==> config.mk <==
export PLATFORM = sky130hd
export DESIGN_NAME = ocd_output6
export DESIGN_NICKNAME = d
export VERILOG_FILES = /design/src/core/ocd_pkg.sv /design/src/core/ocd_output6.sv /design/src/core/ocd_divider.sv
export SDC_FILE = /design/constraint.sdc
export NUM_CORES = 1
export LEC_CHECK = 0
export BUFFER_PORTS_ARGS = -buffer_cell sky130_fd_sc_hd__buf_2
export CAP_MARGIN = 20
export CELL_PAD_IN_SITES_DETAIL_PLACEMENT = 0
export CELL_PAD_IN_SITES_GLOBAL_PLACEMENT = 1
export CORE_MARGIN = 2
export CORE_UTILIZATION = 49
export DETAILED_ROUTE_END_ITERATION = 10
export HOLD_SLACK_MARGIN = 0.15
export PLACE_DENSITY_LB_ADDON = 0.05
export SLEW_MARGIN = 25
export SYNTH_ARGS = -nofsm -noshare
export SYNTH_HDL_FRONTEND = slang
export SYNTH_SLANG_ARGS = --single-unit
==> constraint.sdc <==
create_clock -name ref_clk -period 7.75 [get_ports ref_clk]
set_clock_uncertainty 0.1 [all_clocks]
set_input_delay 0.775 -clock ref_clk [delete_from_list [all_inputs] [get_ports ref_clk]]
set_output_delay 0.775 -clock ref_clk [all_outputs]
set_load 0.1 [all_outputs]
==> src/core/ocd_pkg.sv <==
// Constants and types shared by the output-six clock control block
package ocd_pkg;

   localparam int ADDR_W = 8;
   localparam int DATA_W = 8;

   localparam logic [7:0] OUT6_CTRL_ADDR   = 8'h29;
   localparam logic [7:0] OUT6_DIV_ADDR    = 8'h2A;
   localparam logic [7:0] OUT6_STATUS_ADDR = 8'hF0;

   // Source 0, format 1, drive mode A 2, drive mode B 0
   localparam logic [7:0] OUT6_CTRL_RESET = 8'h18;
   localparam logic [7:0] OUT6_DIV_RESET  = 8'h05;

   localparam int STAT_SRC_LSB     = 0;
   localparam int STAT_PENDING_BIT = 2;

   typedef enum logic [1:0] {
      SRC_SYNTH_ONE     = 2'h0,
      SRC_SYNTH_TWO     = 2'h1,
      SRC_REF_PRIMARY   = 2'h2,
      SRC_REF_SECONDARY = 2'h3
   } ocd_src_t;

   typedef enum logic [1:0] {
      FMT_DISABLED = 2'h0,
      FMT_AC_DIFF  = 2'h1,
      FMT_HCSL     = 2'h2,
      FMT_LVCMOS   = 2'h3
   } ocd_fmt_t;

   // Drive-mode codes; differential meaning differs, CMOS leg meaning below
   typedef enum logic [1:0] {
      LEG_OFF_TRISTATE = 2'h0,
      LEG_OFF_LOW      = 2'h1,
      LEG_ON_INVERTED  = 2'h2,
      LEG_ON_TRUE      = 2'h3
   } ocd_leg_t;

   localparam logic [1:0] HCSL_LOAD_TRISTATE = 2'h0;

   // Field order matches the control register bit layout, msb first
   typedef struct packed {
      ocd_src_t source;
      ocd_fmt_t format;
      logic [1:0] driveModeA;
      logic [1:0] driveModeB;
   } ocd_ctrl_t;

endpackage : ocd_pkg

==> src/core/ocd_output6.sv <==
// Output-six source select, divider and driver configuration
// Function
// Source code 0 picks synthesizer one, 1 synthesizer two, 2 the primary reference, 3 the secondary reference.
// Format code 0 disables the output, 1 picks AC differential, 2 HCSL, 3 LVCMOS.
// Drive mode A sets tail current 4/6/8/16-or-8 mA, or in CMOS the positive leg state and polarity.
// Drive mode B sets the HCSL load tristate/50/100/200 ohm, or in CMOS the negative leg state and polarity.
// The divider value N divides the source by N plus one, from 1 to 256.
// The divider acts only on a synthesizer source; a reference passes undivided.
// Source and ratio changes take effect only at output period boundaries, never mid-pulse; with format code 0 the code applies them at once.
`timescale 1ns/1ps
module ocd_output6
   import ocd_pkg::*;
(
   input  wire logic              ref_clk,
   input  wire logic              reset_n,
   input  wire logic [ADDR_W-1:0] regAddr,
   input  wire logic [DATA_W-1:0] regWrData,
   input  wire logic              regWrite,
   input  wire logic              regRead,
   output logic      [DATA_W-1:0] regRdData_q,
   input  wire logic              synthOneClk,
   input  wire logic              synthTwoClk,
   input  wire logic              refPrimaryClk,
   input  wire logic              refSecondaryClk,
   output ocd_ctrl_t              driverCfg_q,
   output logic                   clkPos_q,
   output logic                   clkNeg_q,
   output logic                   posOe_q,
   output logic                   negOe_q
);

   ocd_ctrl_t   ctrl_q;
   ocd_ctrl_t   ctrl_d;
   logic [7:0]  div_q;
   logic [7:0]  div_d;
   ocd_src_t    activeSrc_q;
   ocd_src_t    activeSrc_d;
   logic [7:0]  activeDiv_q;
   logic [7:0]  activeDiv_d;
   logic [7:0]  rdData_d;
   logic        clkPos_d;
   logic        clkNeg_d;
   logic        posOe_d;
   logic        negOe_d;
   logic        srcLevel;
   logic        bypass;
   logic        divClk;
   logic        boundary;
   logic        pending;

   // Register file
   always_comb begin
      ctrl_d = ctrl_q;
      div_d  = div_q;
      if (regWrite && regAddr == OUT6_CTRL_ADDR) begin
         ctrl_d = ocd_ctrl_t'(regWrData);
      end
      if (regWrite && regAddr == OUT6_DIV_ADDR) begin
         div_d = regWrData;
      end
   end

   assign pending = (activeSrc_q != ctrl_q.source) || (activeDiv_q != div_q);

   always_comb begin
      rdData_d = 8'h00;
      if (regRead) begin
         unique case (regAddr)
            OUT6_CTRL_ADDR:   rdData_d = ctrl_q;
            OUT6_DIV_ADDR:    rdData_d = div_q;
            OUT6_STATUS_ADDR: begin
               rdData_d[STAT_SRC_LSB +: 2]  = activeSrc_q;
               rdData_d[STAT_PENDING_BIT]   = pending;
            end
            default:          rdData_d = 8'h00;
         endcase
      end
   end

   // Source mux and shadowed settings
   always_comb begin
      unique case (activeSrc_q)
         SRC_SYNTH_ONE:     srcLevel = synthOneClk;
         SRC_SYNTH_TWO:     srcLevel = synthTwoClk;
         SRC_REF_PRIMARY:   srcLevel = refPrimaryClk;
         SRC_REF_SECONDARY: srcLevel = refSecondaryClk;
      endcase
   end

   assign bypass = (activeSrc_q == SRC_REF_PRIMARY) ||
                   (activeSrc_q == SRC_REF_SECONDARY);

   // A stopped source would never reach a boundary, so a disabled
   // channel takes new settings at once; nothing is on the pins then.
   always_comb begin
      activeSrc_d = activeSrc_q;
      activeDiv_d = activeDiv_q;
      if (boundary || ctrl_q.format == FMT_DISABLED) begin
         activeSrc_d = ctrl_q.source;
         activeDiv_d = div_q;
      end
   end

   ocd_divider u_divider (
      .ref_clk  (ref_clk),
      .reset_n  (reset_n),
      .srcLevel (srcLevel),
      .bypass   (bypass),
      .divRatio (activeDiv_q),
      .divClk_q (divClk),
      .boundary (boundary)
   );

   // Pad drive per format and leg modes
   always_comb begin
      clkPos_d = 1'b0;
      clkNeg_d = 1'b0;
      posOe_d  = 1'b0;
      negOe_d  = 1'b0;
      unique case (ctrl_q.format)
         FMT_DISABLED: begin
            posOe_d = 1'b0;
            negOe_d = 1'b0;
         end
         FMT_AC_DIFF: begin
            // Tail current code is passed on in driverCfg_q
            clkPos_d = divClk;
            clkNeg_d = ~divClk;
            posOe_d  = 1'b1;
            negOe_d  = 1'b1;
         end
         FMT_HCSL: begin
            clkPos_d = divClk;
            clkNeg_d = ~divClk;
            posOe_d  = (ctrl_q.driveModeB != HCSL_LOAD_TRISTATE);
            negOe_d  = (ctrl_q.driveModeB != HCSL_LOAD_TRISTATE);
         end
         FMT_LVCMOS: begin
            unique case (ocd_leg_t'(ctrl_q.driveModeA))
               LEG_OFF_TRISTATE: posOe_d = 1'b0;
               LEG_OFF_LOW:      posOe_d = 1'b1;
               LEG_ON_INVERTED: begin
                  posOe_d  = 1'b1;
                  clkPos_d = ~divClk;
               end
               LEG_ON_TRUE: begin
                  posOe_d  = 1'b1;
                  clkPos_d = divClk;
               end
            endcase
            unique case (ocd_leg_t'(ctrl_q.driveModeB))
               LEG_OFF_TRISTATE: negOe_d = 1'b0;
               LEG_OFF_LOW:      negOe_d = 1'b1;
               LEG_ON_INVERTED: begin
                  negOe_d  = 1'b1;
                  clkNeg_d = ~divClk;
               end
               LEG_ON_TRUE: begin
                  negOe_d  = 1'b1;
                  clkNeg_d = divClk;
               end
            endcase
         end
      endcase
   end

   always_ff @(posedge ref_clk or negedge reset_n) begin
      if (!reset_n) begin
         ctrl_q      <= ocd_ctrl_t'(OUT6_CTRL_RESET);
         div_q       <= OUT6_DIV_RESET;
         activeSrc_q <= ocd_src_t'(OUT6_CTRL_RESET[7:6]);
         activeDiv_q <= OUT6_DIV_RESET;
         regRdData_q <= 8'h00;
         driverCfg_q <= ocd_ctrl_t'(OUT6_CTRL_RESET);
         clkPos_q    <= 1'b0;
         clkNeg_q    <= 1'b0;
         posOe_q     <= 1'b0;
         negOe_q     <= 1'b0;
      end else begin
         ctrl_q      <= ctrl_d;
         div_q       <= div_d;
         activeSrc_q <= activeSrc_d;
         activeDiv_q <= activeDiv_d;
         regRdData_q <= rdData_d;
         driverCfg_q <= ctrl_q;
         clkPos_q    <= clkPos_d;
         clkNeg_q    <= clkNeg_d;
         posOe_q     <= posOe_d;
         negOe_q     <= negOe_d;
      end
   end

endmodule : ocd_output6

==> src/core/ocd_divider.sv <==
// Edge-counting output divider with bypass and period-boundary strobe
`timescale 1ns/1ps
module ocd_divider
   import ocd_pkg::*;
(
   input  wire logic       ref_clk,
   input  wire logic       reset_n,
   input  wire logic       srcLevel,
   input  wire logic       bypass,
   input  wire logic [7:0] divRatio,
   output logic            divClk_q,
   output logic            boundary
);

   logic       srcPrev_q;
   logic [7:0] count_q;
   logic [7:0] count_d;
   logic       divClk_d;
   logic       srcRise;
   logic [8:0] highLen;

   assign srcRise  = srcLevel & ~srcPrev_q;
   // Boundary is a source edge that starts a fresh output period
   // A ratio taken while disabled may sit below the running count,
   // so the terminal test is >= to avoid a wrap through 256 counts
   assign boundary = srcRise & (bypass | (count_q >= divRatio));
   // High for ceil((N+1)/2) source periods
   assign highLen  = 9'((({1'b0, divRatio} + 9'h002) >> 1));

   always_comb begin
      count_d  = count_q;
      divClk_d = divClk_q;
      if (bypass || divRatio == 8'h00) begin
         count_d  = 8'h00;
         divClk_d = srcLevel;
      end else if (srcRise) begin
         if (count_q >= divRatio) begin
            count_d = 8'h00;
         end else begin
            count_d = 8'(count_q + 8'h01);
         end
         divClk_d = ({1'b0, count_d} < highLen);
      end
   end

   always_ff @(posedge ref_clk or negedge reset_n) begin
      if (!reset_n) begin
         srcPrev_q <= 1'b0;
         count_q   <= 8'h00;
         divClk_q  <= 1'b0;
      end else begin
         srcPrev_q <= srcLevel;
         count_q   <= count_d;
         divClk_q  <= divClk_d;
      end
   end

endmodule : ocd_divider

==> metrics.md <==
| Metric | Value |
|---|---|
| Synth area leaders | sky130_fd_sc_hd__dfrtp_1 40%, sky130_fd_sc_hd__mux2_2 8.6%, sky130_fd_sc_hd__ha_1 8.3%, sky130_fd_sc_hd__dfstp_2 6.9%, sky130_fd_sc_hd__xnor2_1 3.8% |
| Synth Area in Compound Gates | 12.0% |
| Worst-path clk slew | 0.10 ns |
| Most frequent cells after synthesis | 48 x sky130_fd_sc_hd__dfrtp_1, 23 x sky130_fd_sc_hd__mux2_2, 20 x sky130_fd_sc_hd__ha_1, 19 x sky130_fd_sc_hd__nor2_1, 13 x sky130_fd_sc_hd__xnor2_1 |
| Number of synthesized register bits | 56 |
| Count of cells resized by post-cts repair | 0 |
| Adder-cell share of the synthesized area | 8.26% |
| Die Width | 82.6 µm |
| Worst endpoint required time | 7.90 ns |
| Wire length of the first global-routing pass | 10.3 mm |
| Number of clock buffers inserted by TritonCTS | 5 |
| Critical path class | flop to flop |
| Setup fix buffers added after clock tree synthesis | 0 |
| Share of cell area taken by muxes after synthesis | 10.3% |
| Total gr overflow | 0 |
| CTS root buf | sky130_fd_sc_hd__clkbuf_8 |
| Max-capacitance violation count | 0 |
| Most used flip-flop cell after synthesis | sky130_fd_sc_hd__dfrtp_1 |
| Initial core utilization | 50.9% |
| Antenna violations before repair | 0 |
| HPWL after DPL | 4.80 mm |
| ANT cells | 0 |
| Final design instance area without fill | 3430 µm² |
| Max IR drop VDD | 0.101 mV |
| Area overhead of the layout relative to synthesis | 13.2% |
| Count of input and output buffers | 43 |
| Vias in the first global route | 2012 |
| Detailed-route via count | 2046 |
| Max Clk Rate | 0.327 GHz |
| Max clock buf depth | 2 |
| Area of placed instances | 3340 µm² |
| Post-synth top area cell | sky130_fd_sc_hd__dfrtp_1 |
| Proportion of synthesized chip area in sequential cells | 46.6% |
| Count of flip-flops with a built-in enable after synthesis | 0 |
| Dominant combinational cell family by area after synthesis | simple AND/OR/NAND/NOR gates |
| Number of sinks handled by clock tree synthesis | 56 |
| Final ANT Viol Nets | 0 |
| Distinct cells, synth | 47 |
| Die area | 6830 µm² |
| Overall global routing resource usage | 20.7% |
| Count of boundary I/O pins | 44 |
| Fraction of registers with async set/reset | 100% |
| Floorplan row count | 28 |
| Outcome | completed |
| Area of the mapped netlist | 3030 µm² |
| Power per cell area | 181 nW/µm² |
| Leading cell type by number of instances after synthesis | sky130_fd_sc_hd__dfrtp_1 |
| Biggest fanout along the worst timing path | 9 |
| Insertion delay of the later-clocked pin in the worst-skew pair | 0.30 ns |
| Filler cell count | 528 |
| Mapped Nets | 291 |
| Wirelength per Cell | 17.2 µm |
| Period minus WS final | 3.06 ns |
| Fraction of synthesized cell area in xor and xnor cells | 6.65% |
| Startpoint type of the worst setup path | flop |
| RSZ-0062 raised after global routing | no |
| Critical Path Sink Type | flop |
| Post-detailed-route via-to-cell ratio | 5.50 |
| Actual transition at the worst max-transition pin | 0.704 ns |
| Maximum number of pins on one net before global-route repair | 57 |
| Clock tree from TritonCTS | built |
| Worst setup path startpoint | activeDiv_q[7]$_DFFE_PN0P_ |
| Setup TNS Final | 0 ns |
| Final cycle utilization of the critical path | 39.5% |
| Average cell area after synthesis | 12.3 µm² |
| Final weighted congestion in routability-driven placement | 0.796 |
| DIE HEIGHT | 82.6 µm |
| Class of the tightest hold or removal check | flop to flop |
| Number of setup violations in the final report | 0 |
| Critical hold path startpoint | ctrl_q[4]$_DFFE_PN1P_ |
| CTS HTree Levels | 2 |
| Cell leakage power | 0.00166 µW |
| Worst flop-to-flop path startpoint | activeDiv_q[7]$_DFFE_PN0P_ |
| Max-slew violations | 0 |
| Area of the placeable core | 5960 µm² |
| DR iter-0 viols | 82 |
| Hold Fails Final Rpt | 0 |
| Area fraction of the dominant cell type after synthesis | 39.7% |
| Area fraction in and, or, nand and nor cells after synthesis | 14.5% |
| Number of remaining DRC errors | 0 |
| Final net count | 340 |
| Post-Synthesis Cells | 247 |
| Iteration count of the initial detailed-routing pass | 4 |
| Syn. warnings | 0 |
| Layout cells sized above 1 | 34.0% |
| Worst slew margin relative to its limit | 53.1% |
| Hold-fix buffers, CTS | 0 |
| Detailed Route WL | 6.42 mm |
| Signal arrival time at the worst endpoint | 3.21 ns |
==> routing by layer <==
metal	track usage, %	up-vias	share of wire, %
li1	-	1007	-
met1	27.7	1008	48
met2	34.5	27	49
met3	3.70	4	1.9
met4	6.07	0	1.1
met5	0	-	0
==> layout by cell type (no fill, tap or decap), types with 2 or more instances in the layout <==
| master | count |
|---|---|
| sky130_fd_sc_hd__dfstp_2 | 8 |
| sky130_fd_sc_hd__a222oi_1 | 3 |
| sky130_fd_sc_hd__a22o_1 | 7 |
| sky130_fd_sc_hd__a32oi_1 | 2 |
| sky130_fd_sc_hd__nand2_4 | 2 |
| sky130_fd_sc_hd__nor3_1 | 2 |
| sky130_fd_sc_hd__o21ai_0 | 3 |
| sky130_fd_sc_hd__nand2b_1 | 2 |
| sky130_fd_sc_hd__or3_1 | 2 |
| sky130_fd_sc_hd__mux2_4 | 2 |
| sky130_fd_sc_hd__buf_2 | 43 |
| sky130_fd_sc_hd__mux2_2 | 23 |
| sky130_fd_sc_hd__nand4_1 | 4 |
| sky130_fd_sc_hd__xnor2_1 | 13 |
| sky130_fd_sc_hd__nor4_1 | 5 |
| sky130_fd_sc_hd__dfrtp_1 | 48 |
| sky130_fd_sc_hd__a21oi_1 | 4 |
| sky130_fd_sc_hd__a21o_1 | 3 |
| sky130_fd_sc_hd__a22oi_1 | 5 |
| sky130_fd_sc_hd__nand2_1 | 9 |
| sky130_fd_sc_hd__nand3_1 | 6 |
| sky130_fd_sc_hd__nor2_1 | 19 |
| sky130_fd_sc_hd__ha_1 | 20 |
| sky130_fd_sc_hd__nor4b_4 | 3 |
| sky130_fd_sc_hd__clkbuf_8 | 5 |
| sky130_fd_sc_hd__inv_1 | 12 |
| sky130_fd_sc_hd__xor2_1 | 10 |
| sky130_fd_sc_hd__nor2b_1 | 8 |
==> area by class of cell <==
class	instances	area [µm²]	area share (%)
clock inverter	3	22.5	0.657
timing repair buffer	44	223	6.49
sequential	56	1410	41.2
clock buffer	5	68.8	2.01
tap	75	93.8	2.74
multi-input combinational	177	1570	45.6
inverter	12	45.0	1.31
==> registers in the layout (all words and copies together), names as in the netlist, 2 cells and up <==
signal and cells:
ctrl_q 8, u_divider.count_q 8, regRdData_q 8, driverCfg_q 8, activeDiv_q 8, activeSrc_q 2, div_q 8
==> report_power, final <==
part	internal, µW	switching, µW	leakage (µW)
Combinational	49.8	80.3	0.000873
Sequential	308	18.7	0.000743
Clock	65.1	99.3	0.0000485
Total	423	198	0.00166
==> cell families after synthesis <==
logic type	Yosys count
buffers and inverters	14
and+or+nand+nor	70
muxes	26
adders and majority gates	20
DFF	56
AOI/OAI and AO/OA	38
xor gates and xnor gates	23
==> critical path: stages (launching register included) <==
cell                       delay, ns
sky130_fd_sc_hd__dfrtp_1        0.43
sky130_fd_sc_hd__inv_1          0.09
sky130_fd_sc_hd__ha_1           0.34
sky130_fd_sc_hd__and3_2         0.23
sky130_fd_sc_hd__nand2_1        0.10
sky130_fd_sc_hd__o31ai_4        0.50
sky130_fd_sc_hd__nor2_1         0.14
sky130_fd_sc_hd__ha_1           0.35
sky130_fd_sc_hd__a21o_1         0.18
sky130_fd_sc_hd__a21oi_1        0.14
sky130_fd_sc_hd__nand3_1        0.10
sky130_fd_sc_hd__o211ai_2       0.17
sky130_fd_sc_hd__o41a_1         0.15
==> through the flow <==
| stage | worst slack, ns | power, µW | hold WS, ns | util [%] | cells |
|---|---|---|---|---|---|
| 3_5_place_dp | 4.70 | 462 | 0.302 | 56.1 | 364 |
| 4_1_cts | 4.68 | 628 | 0.314 | 57.6 | 372 |
| 5_1_grt | 4.45 | 653 | 0.326 | 57.6 | 372 |
| 6_report | 4.69 | 621 | 0.322 | 57.6 | 372 |
| 2_1_floorplan | 4.95 | 423 | 0.271 | - | 247 |
| 3_3_place_gp | 4.79 | 461 | 0.305 | 56.1 | 364 |
==> worst paths after layout <==
kind	depth (start not counted)	end	slack, ns
worst min-delay path	0	driverCfg_q[4]$_DFF_PN1_	0.32
min in group asynchronous	2	u_divider.srcPrev_q$_DFF_PN0_	0.49
worst max register to register	12	u_divider.divClk_q$_DFFE_PN0P_	4.69
worst max-delay path	12	u_divider.divClk_q$_DFFE_PN0P_	4.69
max in group asynchronous	2	activeDiv_q[6]$_DFFE_PN0P_	6.60
worst min register to register	0	driverCfg_q[4]$_DFF_PN1_	0.32
(Power assumes the default switching activity.)
